File: src/pkg/ppp_pkg.sv
// Constants for the serial programming port physical layer
`default_nettype none
package ppp_pkg;
   // Register byte offsets
   localparam logic [7:0] OFF_CTRL = 8'h00;
   localparam logic [7:0] OFF_STATUS = 8'h04;
   localparam logic [7:0] OFF_RXDATA = 8'h08;
   localparam logic [7:0] OFF_TXDATA = 8'h0c;
   localparam int ADDR_W = 8;
   // Control fields
   localparam int CTRL_NVM_BIT = 0;
   localparam int CTRL_GUARD_LSB = 8;
   localparam int CTRL_GUARD_W = 8;
   localparam logic [7:0] GUARD_RST = 8'h80;
   localparam logic NVM_EN_RST = 1'b0;
   // Status fields
   localparam int ST_RX_VALID = 0;
   localparam int ST_FRAME_ERR = 1;
   localparam int ST_PARITY_ERR = 2;
   localparam int ST_BREAK = 3;
   localparam int ST_COLLISION = 4;
   localparam int ST_ERR_STATE = 5;
   localparam int ST_TX_BUSY = 6;
   localparam int ST_PORT_EN = 7;
   localparam int ST_STICKY_W = 5;
   // Frame shape
   localparam int DATA_BITS = 8;
   localparam int FRAME_BITS = 12;
   localparam logic [3:0] BIT_PARITY = 4'h9;
   localparam logic [3:0] BIT_STOP1 = 4'ha;
   localparam logic [3:0] BIT_STOP2 = 4'hb;
   localparam logic [3:0] BIT_TX_END = 4'hc;
   localparam logic [8:0] EXTRA_IDLE_BITS = 9'h002;
   // Bus answers
   localparam logic [1:0] RESP_OKAY = 2'h0;
   localparam logic [1:0] RESP_SLVERR = 2'h2;
   typedef enum logic [2:0] {
      ST_WAIT_START = 3'b000,
      ST_RECEIVE = 3'b001,
      ST_BREAK_END = 3'b010,
      ST_GUARD = 3'b011,
      ST_TRANSMIT = 3'b100
   } ppp_state_type;
endpackage
`default_nettype wire

File: src/logic/ppp_serial_phy.sv
// Serial programming port physical layer with AXI4-Lite register access
`default_nettype none
`timescale 1ns/1ps
// Function
// - Frame is start, eight data, parity, two stop bits; nothing else.
// - Data bits travel least significant bit first.
// - Start bit is low, both stop bits are high.
// - Parity bit is even: xor of the eight data bits.
// - Break is low for twelve or more bit periods.
// - Serial logic follows the programmer's clock; device never makes it.
// - Drive changes on falling edges, sampling on rising edges.
// - Receive mode by default; direction changes to transmit only on access-layer command.
// - After start, shift bits in through second stop, then hand over byte.
// - Stop bit sampled zero raises frame error.
// - Accumulate parity, compare at the parity bit, mismatch raises parity error after frame.
// - Frame of all zeros raises break detection.
// - Any receive exception enters error state, receive mode, awaiting break.
// - Load shift register with byte, then shift one bit out per clock.
// - Drive zeros always; ones only in the first cycle of a run.
// - While driver is off in transmit, a low line is a collision.
// - Collision stops transmit, releases driver, forces receive and error state.
// - Error state is left only on a received break or when the port is disabled.
// - Releasing enable disables the port unless memory access enable is set.
// - Receive to transmit inserts guard time plus two idle bits; default 128.
module ppp_serial_phy (
   input wire logic aclk,
   input wire logic aresetn,
   input wire logic s_axi_awvalid,
   output logic s_axi_awready,
   input wire logic [ppp_pkg::ADDR_W-1:0] s_axi_awaddr,
   input wire logic s_axi_wvalid,
   output logic s_axi_wready,
   input wire logic [31:0] s_axi_wdata,
   input wire logic [3:0] s_axi_wstrb,
   output logic s_axi_bvalid,
   input wire logic s_axi_bready,
   output logic [1:0] s_axi_bresp,
   input wire logic s_axi_arvalid,
   output logic s_axi_arready,
   input wire logic [ppp_pkg::ADDR_W-1:0] s_axi_araddr,
   output logic s_axi_rvalid,
   input wire logic s_axi_rready,
   output logic [31:0] s_axi_rdata,
   output logic [1:0] s_axi_rresp,
   input wire logic prog_clock_in,
   input wire logic prog_data_line_in,
   output logic prog_data_line_out,
   output logic prog_data_line_oe,
   input wire logic prog_reset_n,
   input wire logic prog_reset_hv
);

   // Pin synchronisers
   logic clk_s1_ff, clk_s2_ff, clk_s3_ff;
   logic dat_s1_ff, dat_s2_ff;
   logic rst_s1_ff, rst_s2_ff;
   logic hv_s1_ff, hv_s2_ff;

   always_ff @(posedge aclk) begin
      if (!aresetn) begin
         clk_s1_ff <= 1'b1; // Idle level of the pin, so no false edge after reset
         clk_s2_ff <= 1'b1;
         clk_s3_ff <= 1'b1;
         dat_s1_ff <= 1'b1;
         dat_s2_ff <= 1'b1;
         rst_s1_ff <= 1'b1;
         rst_s2_ff <= 1'b1;
         hv_s1_ff <= 1'b0;
         hv_s2_ff <= 1'b0;
      end else begin
         clk_s1_ff <= prog_clock_in;
         clk_s2_ff <= clk_s1_ff;
         clk_s3_ff <= clk_s2_ff;
         dat_s1_ff <= prog_data_line_in;
         dat_s2_ff <= dat_s1_ff;
         rst_s1_ff <= prog_reset_n;
         rst_s2_ff <= rst_s1_ff;
         hv_s1_ff <= prog_reset_hv;
         hv_s2_ff <= hv_s1_ff;
      end
   end

   // Edges of the programmer's clock; data and clock share the same delay
   wire link_rise = clk_s2_ff & ~clk_s3_ff;
   wire link_fall = ~clk_s2_ff & clk_s3_ff;
   wire line_bit = dat_s2_ff;

   // Register state
   logic nvm_en_ff;
   logic [7:0] guard_ff;
   logic port_en_ff;
   logic err_ff;
   logic [ppp_pkg::ST_STICKY_W-1:0] sticky_ff;
   logic [7:0] rx_data_ff;

   // Serial engine state
   ppp_pkg::ppp_state_type state_ff, nxt_state;
   logic [3:0] bit_cnt_ff, nxt_bit_cnt;
   logic [8:0] guard_cnt_ff, nxt_guard_cnt;
   logic [7:0] rx_sr_ff, nxt_rx_sr;
   logic par_ff, nxt_par;
   logic par_ok_ff, nxt_par_ok;
   logic stop_ok_ff, nxt_stop_ok;
   logic all_zero_ff, nxt_all_zero;
   logic [11:0] tx_sr_ff, nxt_tx_sr;
   logic out_ff, nxt_out;
   logic oe_ff, nxt_oe;
   logic prev_bit_ff, nxt_prev_bit;
   logic ev_rx_done, ev_frame, ev_parity, ev_break, ev_coll;

   // AXI4-Lite write path: address and data taken in either order
   logic aw_held_ff, w_held_ff, bvalid_ff;
   logic [ppp_pkg::ADDR_W-1:0] awaddr_ff;
   logic [31:0] wdata_ff;
   logic [3:0] wstrb_ff;
   logic [1:0] bresp_ff;
   logic rvalid_ff;
   logic [31:0] rdata_ff;
   logic [1:0] rresp_ff;

   assign s_axi_awready = ~aw_held_ff & ~bvalid_ff;
   assign s_axi_wready = ~w_held_ff & ~bvalid_ff;
   assign s_axi_bvalid = bvalid_ff;
   assign s_axi_bresp = bresp_ff;
   assign s_axi_arready = ~rvalid_ff;
   assign s_axi_rvalid = rvalid_ff;
   assign s_axi_rdata = rdata_ff;
   assign s_axi_rresp = rresp_ff;

   wire aw_take = s_axi_awvalid & s_axi_awready;
   wire w_take = s_axi_wvalid & s_axi_wready;
   wire wr_fire = aw_held_ff & w_held_ff & ~bvalid_ff;
   wire [7:0] wr_word = {awaddr_ff[7:2], 2'b00};
   wire wr_ctrl = wr_fire & (wr_word == ppp_pkg::OFF_CTRL);
   wire wr_status = wr_fire & (wr_word == ppp_pkg::OFF_STATUS);
   wire wr_rxdata = wr_fire & (wr_word == ppp_pkg::OFF_RXDATA);
   wire wr_txdata = wr_fire & (wr_word == ppp_pkg::OFF_TXDATA);
   wire wr_mapped = wr_ctrl | wr_status | wr_rxdata | wr_txdata;

   wire rd_fire = s_axi_arvalid & s_axi_arready;
   wire [7:0] rd_word = {s_axi_araddr[7:2], 2'b00};
   wire rd_ctrl = rd_word == ppp_pkg::OFF_CTRL;
   wire rd_status = rd_word == ppp_pkg::OFF_STATUS;
   wire rd_rxdata = rd_word == ppp_pkg::OFF_RXDATA;
   wire rd_txdata = rd_word == ppp_pkg::OFF_TXDATA;
   wire rd_mapped = rd_ctrl | rd_status | rd_rxdata | rd_txdata;

   wire tx_busy = (state_ff == ppp_pkg::ST_GUARD) | (state_ff == ppp_pkg::ST_TRANSMIT);
   wire [31:0] ctrl_word = {16'h0000, guard_ff, 7'h00, nvm_en_ff};
   wire [31:0] status_word = {24'h000000, port_en_ff, tx_busy, err_ff, sticky_ff};
   wire [31:0] rd_mux = rd_ctrl ? ctrl_word :
                        rd_status ? status_word :
                        rd_rxdata ? {24'h000000, rx_data_ff} : 32'h00000000;

   always_ff @(posedge aclk) begin
      if (!aresetn) begin
         aw_held_ff <= 1'b0;
         w_held_ff <= 1'b0;
         bvalid_ff <= 1'b0;
         awaddr_ff <= '0;
         wdata_ff <= 32'h00000000;
         wstrb_ff <= 4'h0;
         bresp_ff <= ppp_pkg::RESP_OKAY;
      end else begin
         if (aw_take) begin
            aw_held_ff <= 1'b1;
            awaddr_ff <= s_axi_awaddr;
         end
         if (w_take) begin
            w_held_ff <= 1'b1;
            wdata_ff <= s_axi_wdata;
            wstrb_ff <= s_axi_wstrb;
         end
         if (wr_fire) begin
            aw_held_ff <= 1'b0;
            w_held_ff <= 1'b0;
            bvalid_ff <= 1'b1;
            bresp_ff <= wr_mapped ? ppp_pkg::RESP_OKAY : ppp_pkg::RESP_SLVERR;
         end else if (bvalid_ff & s_axi_bready) begin
            bvalid_ff <= 1'b0;
         end
      end
   end

   always_ff @(posedge aclk) begin
      if (!aresetn) begin
         rvalid_ff <= 1'b0;
         rdata_ff <= 32'h00000000;
         rresp_ff <= ppp_pkg::RESP_OKAY;
      end else if (rd_fire) begin
         rvalid_ff <= 1'b1;
         rdata_ff <= rd_mux;
         rresp_ff <= rd_mapped ? ppp_pkg::RESP_OKAY : ppp_pkg::RESP_SLVERR;
      end else if (rvalid_ff & s_axi_rready) begin
         rvalid_ff <= 1'b0;
      end
   end

   // Transmit command from software; refused while busy, in error or disabled
   wire tx_cmd = wr_txdata & wstrb_ff[0];
   wire tx_start = tx_cmd & port_en_ff & ~err_ff & (state_ff == ppp_pkg::ST_WAIT_START);
   wire [7:0] tx_byte = wdata_ff[7:0];
   wire tx_parity = ^tx_byte;
   // Stop, stop, parity, data, start; shifted out from bit 0
   wire [11:0] tx_frame = {2'b11, tx_parity, tx_byte, 1'b0};

   // Port enable: held by reset pin low or high voltage, power-down always ends it
   wire pin_enable = ~rst_s2_ff | hv_s2_ff;
   wire nxt_port_en = pin_enable | (nvm_en_ff & port_en_ff);

   always_ff @(posedge aclk) begin
      if (!aresetn) begin
         nvm_en_ff <= ppp_pkg::NVM_EN_RST;
         guard_ff <= ppp_pkg::GUARD_RST;
         port_en_ff <= 1'b0;
      end else begin
         if (wr_ctrl & wstrb_ff[0]) begin
            nvm_en_ff <= wdata_ff[ppp_pkg::CTRL_NVM_BIT];
         end
         if (wr_ctrl & wstrb_ff[1]) begin
            guard_ff <= wdata_ff[ppp_pkg::CTRL_GUARD_LSB +: ppp_pkg::CTRL_GUARD_W];
         end
         port_en_ff <= nxt_port_en;
      end
   end

   always_comb begin
      nxt_state = state_ff;
      nxt_bit_cnt = bit_cnt_ff;
      nxt_guard_cnt = guard_cnt_ff;
      nxt_rx_sr = rx_sr_ff;
      nxt_par = par_ff;
      nxt_par_ok = par_ok_ff;
      nxt_stop_ok = stop_ok_ff;
      nxt_all_zero = all_zero_ff;
      nxt_tx_sr = tx_sr_ff;
      nxt_out = out_ff;
      nxt_oe = oe_ff;
      nxt_prev_bit = prev_bit_ff;
      ev_rx_done = 1'b0;
      ev_frame = 1'b0;
      ev_parity = 1'b0;
      ev_break = 1'b0;
      ev_coll = 1'b0;
      case (state_ff)
         ppp_pkg::ST_WAIT_START: begin
            if (tx_start) begin
               nxt_tx_sr = tx_frame;
               nxt_guard_cnt = {1'b0, guard_ff} + ppp_pkg::EXTRA_IDLE_BITS;
               nxt_prev_bit = 1'b1;
               nxt_state = ppp_pkg::ST_GUARD;
            end else if (link_rise & ~line_bit) begin
               nxt_bit_cnt = 4'h1;
               nxt_par = 1'b0;
               nxt_stop_ok = 1'b1;
               nxt_all_zero = 1'b1;
               nxt_state = ppp_pkg::ST_RECEIVE;
            end
         end
         ppp_pkg::ST_RECEIVE: begin
            if (link_rise) begin
               nxt_bit_cnt = bit_cnt_ff + 4'h1;
               nxt_all_zero = all_zero_ff & ~line_bit;
               if (bit_cnt_ff < ppp_pkg::BIT_PARITY) begin
                  nxt_rx_sr = {line_bit, rx_sr_ff[7:1]};
                  nxt_par = par_ff ^ line_bit;
               end else if (bit_cnt_ff == ppp_pkg::BIT_PARITY) begin
                  nxt_par_ok = (par_ff == line_bit);
               end else if (bit_cnt_ff == ppp_pkg::BIT_STOP1) begin
                  nxt_stop_ok = stop_ok_ff & line_bit;
               end else begin
                  nxt_state = ppp_pkg::ST_WAIT_START;
                  if (all_zero_ff & ~line_bit) begin
                     ev_break = 1'b1;
                     nxt_state = ppp_pkg::ST_BREAK_END;
                  end else if (~stop_ok_ff | ~line_bit | ~par_ok_ff) begin
                     ev_frame = ~stop_ok_ff | ~line_bit;
                     ev_parity = ~par_ok_ff;
                  end else begin
                     ev_rx_done = 1'b1;
                  end
               end
            end
         end
         ppp_pkg::ST_BREAK_END: begin
            // A break may run past twelve bits; do not take its tail as a start
            if (link_rise & line_bit) begin
               nxt_state = ppp_pkg::ST_WAIT_START;
            end
         end
         ppp_pkg::ST_GUARD: begin
            if (link_fall) begin
               if (guard_cnt_ff == 9'h000) begin
                  nxt_out = tx_sr_ff[0];
                  nxt_oe = 1'b1;
                  nxt_prev_bit = tx_sr_ff[0];
                  nxt_tx_sr = {1'b1, tx_sr_ff[11:1]};
                  nxt_bit_cnt = 4'h1;
                  nxt_state = ppp_pkg::ST_TRANSMIT;
               end else begin
                  nxt_guard_cnt = guard_cnt_ff - 9'h001;
               end
            end
         end
         ppp_pkg::ST_TRANSMIT: begin
            if (link_rise & ~oe_ff & ~line_bit) begin
               ev_coll = 1'b1;
               nxt_oe = 1'b0;
               nxt_out = 1'b1;
               nxt_state = ppp_pkg::ST_WAIT_START;
            end else if (link_fall) begin
               if (bit_cnt_ff == ppp_pkg::BIT_TX_END) begin
                  nxt_oe = 1'b0;
                  nxt_out = 1'b1;
                  nxt_state = ppp_pkg::ST_WAIT_START;
               end else begin
                  nxt_out = tx_sr_ff[0];
                  nxt_oe = ~tx_sr_ff[0] | ~prev_bit_ff;
                  nxt_prev_bit = tx_sr_ff[0];
                  nxt_tx_sr = {1'b1, tx_sr_ff[11:1]};
                  nxt_bit_cnt = bit_cnt_ff + 4'h1;
               end
            end
         end
         default: begin
            nxt_state = ppp_pkg::ST_WAIT_START;
            nxt_oe = 1'b0;
         end
      endcase
      // Disabled port drops everything back to idle receive
      if (!port_en_ff) begin
         nxt_state = ppp_pkg::ST_WAIT_START;
         nxt_oe = 1'b0;
         nxt_out = 1'b1;
      end
   end

   always_ff @(posedge aclk) begin
      if (!aresetn) begin
         state_ff <= ppp_pkg::ST_WAIT_START;
         bit_cnt_ff <= 4'h0;
         guard_cnt_ff <= 9'h000;
         rx_sr_ff <= 8'h00;
         par_ff <= 1'b0;
         par_ok_ff <= 1'b1;
         stop_ok_ff <= 1'b1;
         all_zero_ff <= 1'b0;
         tx_sr_ff <= 12'hfff;
         out_ff <= 1'b1;
         oe_ff <= 1'b0;
         prev_bit_ff <= 1'b1;
      end else begin
         state_ff <= nxt_state;
         bit_cnt_ff <= nxt_bit_cnt;
         guard_cnt_ff <= nxt_guard_cnt;
         rx_sr_ff <= nxt_rx_sr;
         par_ff <= nxt_par;
         par_ok_ff <= nxt_par_ok;
         stop_ok_ff <= nxt_stop_ok;
         all_zero_ff <= nxt_all_zero;
         tx_sr_ff <= nxt_tx_sr;
         out_ff <= nxt_out;
         oe_ff <= nxt_oe;
         prev_bit_ff <= nxt_prev_bit;
      end
   end

   assign prog_data_line_out = out_ff;
   assign prog_data_line_oe = oe_ff;

   // Error state and sticky flags; a hardware set wins over a software clear
   wire any_exc = ev_frame | ev_parity | ev_coll;
   wire nxt_err = port_en_ff & ~ev_break & (err_ff | any_exc);
   wire rx_accept = ev_rx_done & ~err_ff;
   wire [ppp_pkg::ST_STICKY_W-1:0] sticky_set = {ev_coll, ev_break, ev_parity, ev_frame, rx_accept};
   wire rx_read = rd_fire & rd_rxdata;
   wire [ppp_pkg::ST_STICKY_W-1:0] sticky_clr =
      (wr_status & wstrb_ff[0]) ? wdata_ff[ppp_pkg::ST_STICKY_W-1:0] : {ppp_pkg::ST_STICKY_W{1'b0}};
   wire [ppp_pkg::ST_STICKY_W-1:0] read_clr = {{(ppp_pkg::ST_STICKY_W-1){1'b0}}, rx_read};
   wire [ppp_pkg::ST_STICKY_W-1:0] nxt_sticky = (sticky_ff & ~(sticky_clr | read_clr)) | sticky_set;

   always_ff @(posedge aclk) begin
      if (!aresetn) begin
         err_ff <= 1'b0;
         sticky_ff <= {ppp_pkg::ST_STICKY_W{1'b0}};
         rx_data_ff <= 8'h00;
      end else begin
         err_ff <= nxt_err;
         sticky_ff <= nxt_sticky;
         if (rx_accept) begin
            rx_data_ff <= rx_sr_ff;
         end
      end
   end
endmodule // ppp_serial_phy
`default_nettype wire

File: config.mk
export PLATFORM = sky130hd
export DESIGN_NAME = ppp_serial_phy
export DESIGN_NICKNAME = d
export VERILOG_FILES = /design/src/pkg/ppp_pkg.sv /design/src/logic/ppp_serial_phy.sv
export SDC_FILE = /design/constraint.sdc
export NUM_CORES = 1
export LEC_CHECK = 0
export BUFFER_PORTS_ARGS = -buffer_cell sky130_fd_sc_hd__buf_2
export CAP_MARGIN = 20
export CORE_ASPECT_RATIO = 1.2
export CORE_MARGIN = 10
export CORE_UTILIZATION = 57
export CTS_BUF_LIST = sky130_fd_sc_hd__clkbuf_8
export CTS_CLUSTER_SIZE = 12
export DETAILED_ROUTE_END_ITERATION = 7
export PLACE_DENSITY_LB_ADDON = 0.2
export SETUP_SLACK_MARGIN = 0.15
export SLEW_MARGIN = 20
export SYNTH_ARGS = -nofsm -noshare
export SYNTH_HDL_FRONTEND = slang
export SYNTH_SLANG_ARGS = --single-unit
export TNS_END_PERCENT = 50
File: constraint.sdc
create_clock -name aclk -period 2.5 [get_ports aclk]
set_input_delay 0.375 -clock aclk [delete_from_list [all_inputs] [get_ports aclk]]
set_output_delay 0.375 -clock aclk [all_outputs]
set_load 0.01 [all_outputs]
==> results of run 1 <==
## state kept, by name (all words and copies together) (netlist names), 2 cells and up
signal / count
awaddr_ff: 6
bit_cnt_ff: 4
guard_cnt_ff: 9
guard_ff: 8
rx_data_ff: 8
rx_sr_ff: 8
s_axi_rdata: 16
state_ff: 3
sticky_ff: 5
tx_sr_ff: 10
wdata_ff: 16
wstrb_ff: 2
## metal layers
layer  global-route usage  up-vias  share of wire
met3               0.0458       29          0.055
met5                    0        -              0
met4               0.0790        0          0.021
met2                0.325      159           0.50
li1                     -     2360              -
met1                0.239     2256           0.42
## worst max-delay path, cell delays in order, from the launching register on
cell and delay [ns]:
dfxtp_1 0.31, or4_1 0.68, or4_4 0.62, o2111ai_4 0.33, or2_1 0.17, o41ai_1 0.06
## layout make-up
class                           instances  area [sq um]
Clock buffer                           20           275
Clock inverter                         11           133
Fill cell                             815          3140
Inverter                               14          52.6
Multi-Input combinational cell        476          2900
Sequential cell                       120          2400
Tap cell                              123           154
Timing Repair Buffer                   82           465
## cell usage in the layout (no fill, tap or decap), types with 10 or more instances in the layout
| cell type | n |
|---|---|
| dfxtp_1 | 120 |
| nand2_1 | 93 |
| buf_2 | 65 |
| nor2_1 | 63 |
| a21oi_1 | 53 |
| mux2i_1 | 33 |
| nand3_1 | 25 |
| clkbuf_8 | 20 |
| conb_1 | 18 |
| inv_1 | 17 |
| buf_4 | 16 |
| nand2b_1 | 14 |
| o21ai_0 | 13 |
| o31a_1 | 11 |
| nor3_1 | 10 |
## logic make-up (layout without fill, tap and decap cells)
| logic type | Yosys count | in the layout | share of synthesized area |
|---|---|---|---|
| xor+xnor | 14 | 14 | 0.0221 |
| compound gates | 139 | 139 | 0.173 |
| simple gates | 263 | 263 | 0.229 |
| flops | 120 | 120 | 0.434 |
| buf+inv | 70 | 127 | 0.0614 |
| fa+ha+maj | 8 | 8 | 0.0181 |
| mux | 34 | 34 | 0.0617 |
| other cells | 1 | 18 | 0.000677 |
## power by group through the flow
stage	sequential (uW)	clock [uW]	combinational, uW
5_1_grt	1990	1890	304
3_5_place_dp	2030	0	269
6_report	1990	1800	272
2_1_floorplan	2030	0	202
3_3_place_gp	2030	0	261
4_1_cts	1990	1810	271
## path summary, 6_finish.rpt
path | startpoint | endpoint | slack [ns] | depth (start not counted)
worst max-delay path | awaddr_ff[6] | bit_cnt_ff[3] | 0.20 | 5
worst min-delay path | s_axi_rready | s_axi_rvalid | 0.12 | 2
worst max register to register | awaddr_ff[6] | bit_cnt_ff[3] | 0.20 | 5
worst min register to register | clk_s1_ff | clk_s2_ff | 0.41 | 1
## per-stage QoR
step / setup WS (ns) / utilization / hold slack (ns)
floorplan: 0.401 / - / 0.386
global placement: 0.198 / 0.624 / 0.395
detailed placement: 0.187 / 0.624 / 0.396
CTS: 0.207 / 0.668 / 0.0998
global route: 0.119 / 0.670 / 0.116
finish: 0.204 / 0.670 / 0.119
## timing repair
action	in CTS	in global routing
pin swaps	1	0
gates cloned	0	0
endpoints found under the setup margin	2	21
resized for setup	1	4
==> flow_metrics.py, run 1 <==
metrics = {
    "pwr": {
        "p_leak_uw": 0.00255,
        "irDropWorstVdd_mv": 0.387,
        "finalPower_uw": 4060,
        "cell_internal_pwr_uw": 3100,
        "power_switching_uw": 958,
        "swShare": 0.236,
        "p_comb_frac": 0.067,
        "p_per_area_mw_per_mm2": 637,
        "seqPwrFrac": 0.490,
        "clockPowerShare": 0.443,
    },
    "timing": {
        "rsz0062_at_grt": "true",
        "slew_violations": 0,
        "finalHoldViolations": 0,
        "min_period_ns": 2.30,
        "finalClockSkew_ns": 0.0118,
        "setup_viol": 0,
        "fmax_mhz": 436,
        "final.setup.tns_ns": 0,
        "slew_headroom": 0.528,
        "tightest_slew_ns": 0.708,
        "fin_crit_sh": 0.918,
    },
    "place": {
        "gp_congestion": 0.889,
        "dp_cells": 815,
        "numPortBuffers": 65,
        "dp_hpwl_microns": 9770,
        "dpl_cell_area_sq_mm": 0.00594,
    },
    "cells_and_area": {
        "layout-drive-gt1-share": 0.181,
        "stdcell_count": 846,
        "diodes": 0,
        "stdcell_area_sq_mm": 0.00638,
        "nNetsFinal": 782,
        "syn2layout_area_growth_pct": 15.2,
    },
    "synthesis": {
        "synth_edf_count": 0,
        "async_flop_share": 0,
        "ys_warn_count": 0,
        "synthCells": 649,
        "ys_seq_area_frac": 0.434,
        "synth_common_cells": "dfxtp_1 (120), nand2_1 (93), nor2_1 (63)",
        "ys_types": 69,
        "synth.top_cells.by_area": "dfxtp_1 (43%), nand2_1 (6.3%), mux2i_1 (6.0%)",
        "yosysTopAreaCellShare": 0.434,
        "ys.flop_type": "dfxtp_1",
        "synth.most_common_cell": "dfxtp_1",
        "syn_area_sq_mm": 0.00554,
        "avgSynthCellArea_sq_um": 8.53,
        "ys_ff_latch": 120,
        "yosys.area.top_type": "dfxtp_1",
    },
    "cts": {
        "hold_buffers": 0,
        "cts_max_path_buffers": 2,
        "numCtsBuffers": 17,
        "cts_root_buf": "clkbuf_8",
        "postCtsSetupRepairBufs": 0,
        "htree_levels": 4,
        "cts_tree": "yes",
        "cts.clk_slew.worst_paths_ns": 0.07,
        "clk_latency_ns": 0.44,
        "cts_sinks": 120,
    },
    "critical_path": {
        "end_kind": "flip-flop",
        "cp-start-kind": "flip-flop",
        "cp_max_fo": 7,
        "critical_path_class": "flip-flop to flip-flop",
        "crit_arrival_ns": 2.60,
        "crit_required_ns": 2.80,
    },
    "die": {
        "die_w_microns": 110,
        "initial_core_util": 0.582,
        "core_sq_mm": 0.00952,
        "io_pins": 106,
        "rows": 39,
        "dieArea_sq_mm": 0.0141,
        "die_y_microns": 128,
    },
    "global_route": {
        "grt_usage": 0.197,
        "antenna_found_initial": 1,
        "grt_pass1_wl_microns": 22300,
        "overflow": 0,
        "grt_max_degree": 39,
        "grt_pass1_vias": 4632,
    },
    "detailed_routing": {
        "num_vias": 4804,
        "firstDrtPassIters": 6,
        "first_iter_violations": 272,
        "drc": 0,
        "wl_per_cell_microns": 16.2,
        "ant_nets": 0,
        "vias_per_cell": 5.68,
        "wl_microns": 13700,
    },
    "flow_run": {
        "maxCapViolCount": 0,
    },
    "outcome": {
        "status": "finished, final reports clean",
    },
    "hold_path": {
        "hold_path_class": "input port to flip-flop",
    },
}
Note: power is estimated with default switching activity, not from simulation.
==> run 2, diff against run 1 <==
--- a/config.mk
+++ b/config.mk
@@ -9,11 +9,11 @@
 export CAP_MARGIN = 20
 export CORE_ASPECT_RATIO = 1.2
 export CORE_MARGIN = 10
-export CORE_UTILIZATION = 57
+export CORE_UTILIZATION = 52
 export CTS_BUF_LIST = sky130_fd_sc_hd__clkbuf_8
 export CTS_CLUSTER_SIZE = 12
 export DETAILED_ROUTE_END_ITERATION = 7
-export PLACE_DENSITY_LB_ADDON = 0.2
+export PLACE_DENSITY = 0.79
 export SETUP_SLACK_MARGIN = 0.15
 export SLEW_MARGIN = 20
 export SYNTH_ARGS = -nofsm -noshare
==> constraint.sdc (replaced) <==
create_clock -name aclk -period 2.1 [get_ports aclk]
set_input_delay 0.315 -clock aclk [delete_from_list [all_inputs] [get_ports aclk]]
set_output_delay 0.315 -clock aclk [all_outputs]
set_load 0.01 [all_outputs]
==> run 2 against run 1 <==
Non-clock buffer count grew 36. Final cell count grew 5.1%. The run now ends with setup timing left. Via count grew 5.9%. Largest power group unchanged. Register-to-register slack lost 0.33 ns.
==> flow_metrics.py, run 2 (synthesis results as in run 1) <==
metrics = {
    "outcome": {
        "status": "finished, violations left",
        "violations": "setup timing",
    },
    "pwr": {
        "p_per_area_mw_per_mm2": 717,
        "irDropWorstVdd_mv": 0.477,
        "p_leak_uw": 0.00277,
    },
    "critical_path": {
        "worst_path_most_repeated_cell": "nor3_1",
        "crit_buf_inv": 0,
        "cp_slowest_stage_delay_ns": 0.59,
        "end_kind": "flip-flop",
        "r2r.worst_path.cells": 5,
        "cp_max_fo": 5,
        "slowest_stage": "or4_4",
        "crit_required_ns": 2.44,
        "critPathTopFamily": "simple AND/OR/NAND/NOR gates",
        "path_cells": "or4_4 -> nor4_1 -> nor3_1 -> o2111a_1 -> nor3_1",
        "critical_path_class": "flip-flop to flip-flop",
        "crit_arrival_ns": 2.57,
        "cp-start-kind": "flip-flop",
        "reg2reg_to": "par_ff",
        "ff2ff_setup_slack_ns": -0.13,
        "r2r-start": "awaddr_ff[6]",
    },
    "timing": {
        "rsz0062_at_grt": "true",
        "finalClockSkew_ns": 0.0113,
        "min_period_ns": 2.23,
        "slew_violations": 0,
        "fin_crit_sh": 1.06,
        "finalHoldViolations": 0,
        "slew_headroom": 0.529,
        "fmax_mhz": 449,
        "setup_viol": 5,
        "worst_slack_ns": -0.129,
        "tightest_slew_ns": 0.702,
        "final.setup.tns_ns": -0.301,
    },
    "die": {
        "dieArea_sq_mm": 0.0152,
        "io_pins": 106,
        "die_w_microns": 114,
        "core_sq_mm": 0.0105,
        "rows": 41,
        "die_y_microns": 133,
        "initial_core_util": 0.529,
    },
    "cts": {
        "cts_root_buf": "clkbuf_8",
        "cts_max_path_buffers": 2,
        "htree_levels": 4,
        "cts.clk_slew.worst_paths_ns": 0.07,
        "cts_sinks": 120,
        "numCtsBuffers": 17,
        "cts_tree": "yes",
        "clk_latency_ns": 0.44,
        "hold_buffers": 0,
    },
    "cells_and_area": {
        "postLayoutCoreUtil": 0.659,
        "nNetsFinal": 818,
        "syn2layout_area_growth_pct": 24.5,
        "final_common_cell": "dfxtp_1",
        "final_cell_mix": "dfxtp_1 (115), nand2_1 (93), buf_2 (65)",
        "diodes": 0,
        "layout-drive-gt1-share": 0.271,
        "num-fill-cells": 829,
        "stdcell_count": 889,
    },
    "flow_run": {
        "maxCapViolCount": 0,
    },
    "detailed_routing": {
        "num_vias": 5089,
        "drc": 0,
        "first_iter_violations": 348,
        "vias_per_cell": 5.72,
        "wl_microns": 15000,
        "wl_per_cell_microns": 16.9,
        "ant_nets": 0,
        "firstDrtPassIters": 5,
    },
    "global_route": {
        "grt_max_degree": 50,
        "overflow": 0,
        "grt_usage": 0.188,
        "grt_pass1_vias": 5072,
        "grt_pass1_wl_microns": 23700,
        "antenna_found_initial": 0,
    },
    "hold_path": {
        "hold_path_class": "input port to flip-flop",
        "hold_end": "clk_s1_ff",
        "hp-start": "prog_clock_in",
        "whs_path_depth": 2,
    },
    "place": {
        "gp_congestion": 0.904,
        "dp_cells": 845,
        "place_ws_ns": -0.0850,
        "numPortBuffers": 65,
        "dp_hpwl_microns": 10400,
    },
}
run 2: worst max-delay path by stage:
stage,startpoint,end,slack (ns),depth (start not counted)
floorplan,awaddr_ff[6],bit_cnt_ff[2],0.05,6
global placement,awaddr_ff[6],bit_cnt_ff[2],-0.06,5
detailed placement,state_ff[0],tx_sr_ff[1],-0.08,5
CTS,guard_cnt_ff[0],bit_cnt_ff[3],0.002,7
global route,awaddr_ff[6],par_ff,-0.19,5
finish,awaddr_ff[6],par_ff,-0.13,5
run 2: routing by layer:
layer | vias to the layer above | global-route usage | routed length, microns
met4 | 0 | 0.0725 | 422
met1 | 2437 | 0.212 | 5890
li1 | 2441 | - | -
met3 | 44 | 0.0461 | 781
met5 | - | 0 | 0
met2 | 167 | 0.327 | 7890
run 2: cell type report:
type	instances	area (sq um)	share of cell area
Clock inverter	15	190	0.0276
Sequential cell	120	2410	0.350
Timing Repair Buffer	118	768	0.111
Clock buffer	17	234	0.0339
Tap cell	129	161	0.0234
Multi-Input combinational cell	476	3080	0.447
Inverter	14	52.6	0.00762
run 2: power breakdown:
part	switching, uW	internal (uW)	total [uW]
Combinational	221	140	361
Clock	1020	1200	2220
Sequential	42.8	2330	2370
run 2: repair_timing:
action	4_1_cts	5_1_grt
setup buffers	6	5
cloned	0	1
resized for setup	24	29
endpoints found under the setup margin	38	50
pin swaps	9	14
hold endpoints to repair	0	0
run 2: through the flow:
stage	instance area, sq um	hold slack, ns	total power, uW
after floorplan	5620	0.386	2650
after global placement	6160	0.395	2740
after detailed placement	6160	0.402	2750
after CTS	6720	0.0483	4950
after global routing	6900	0.0381	5120
final	6900	0.0582	4950
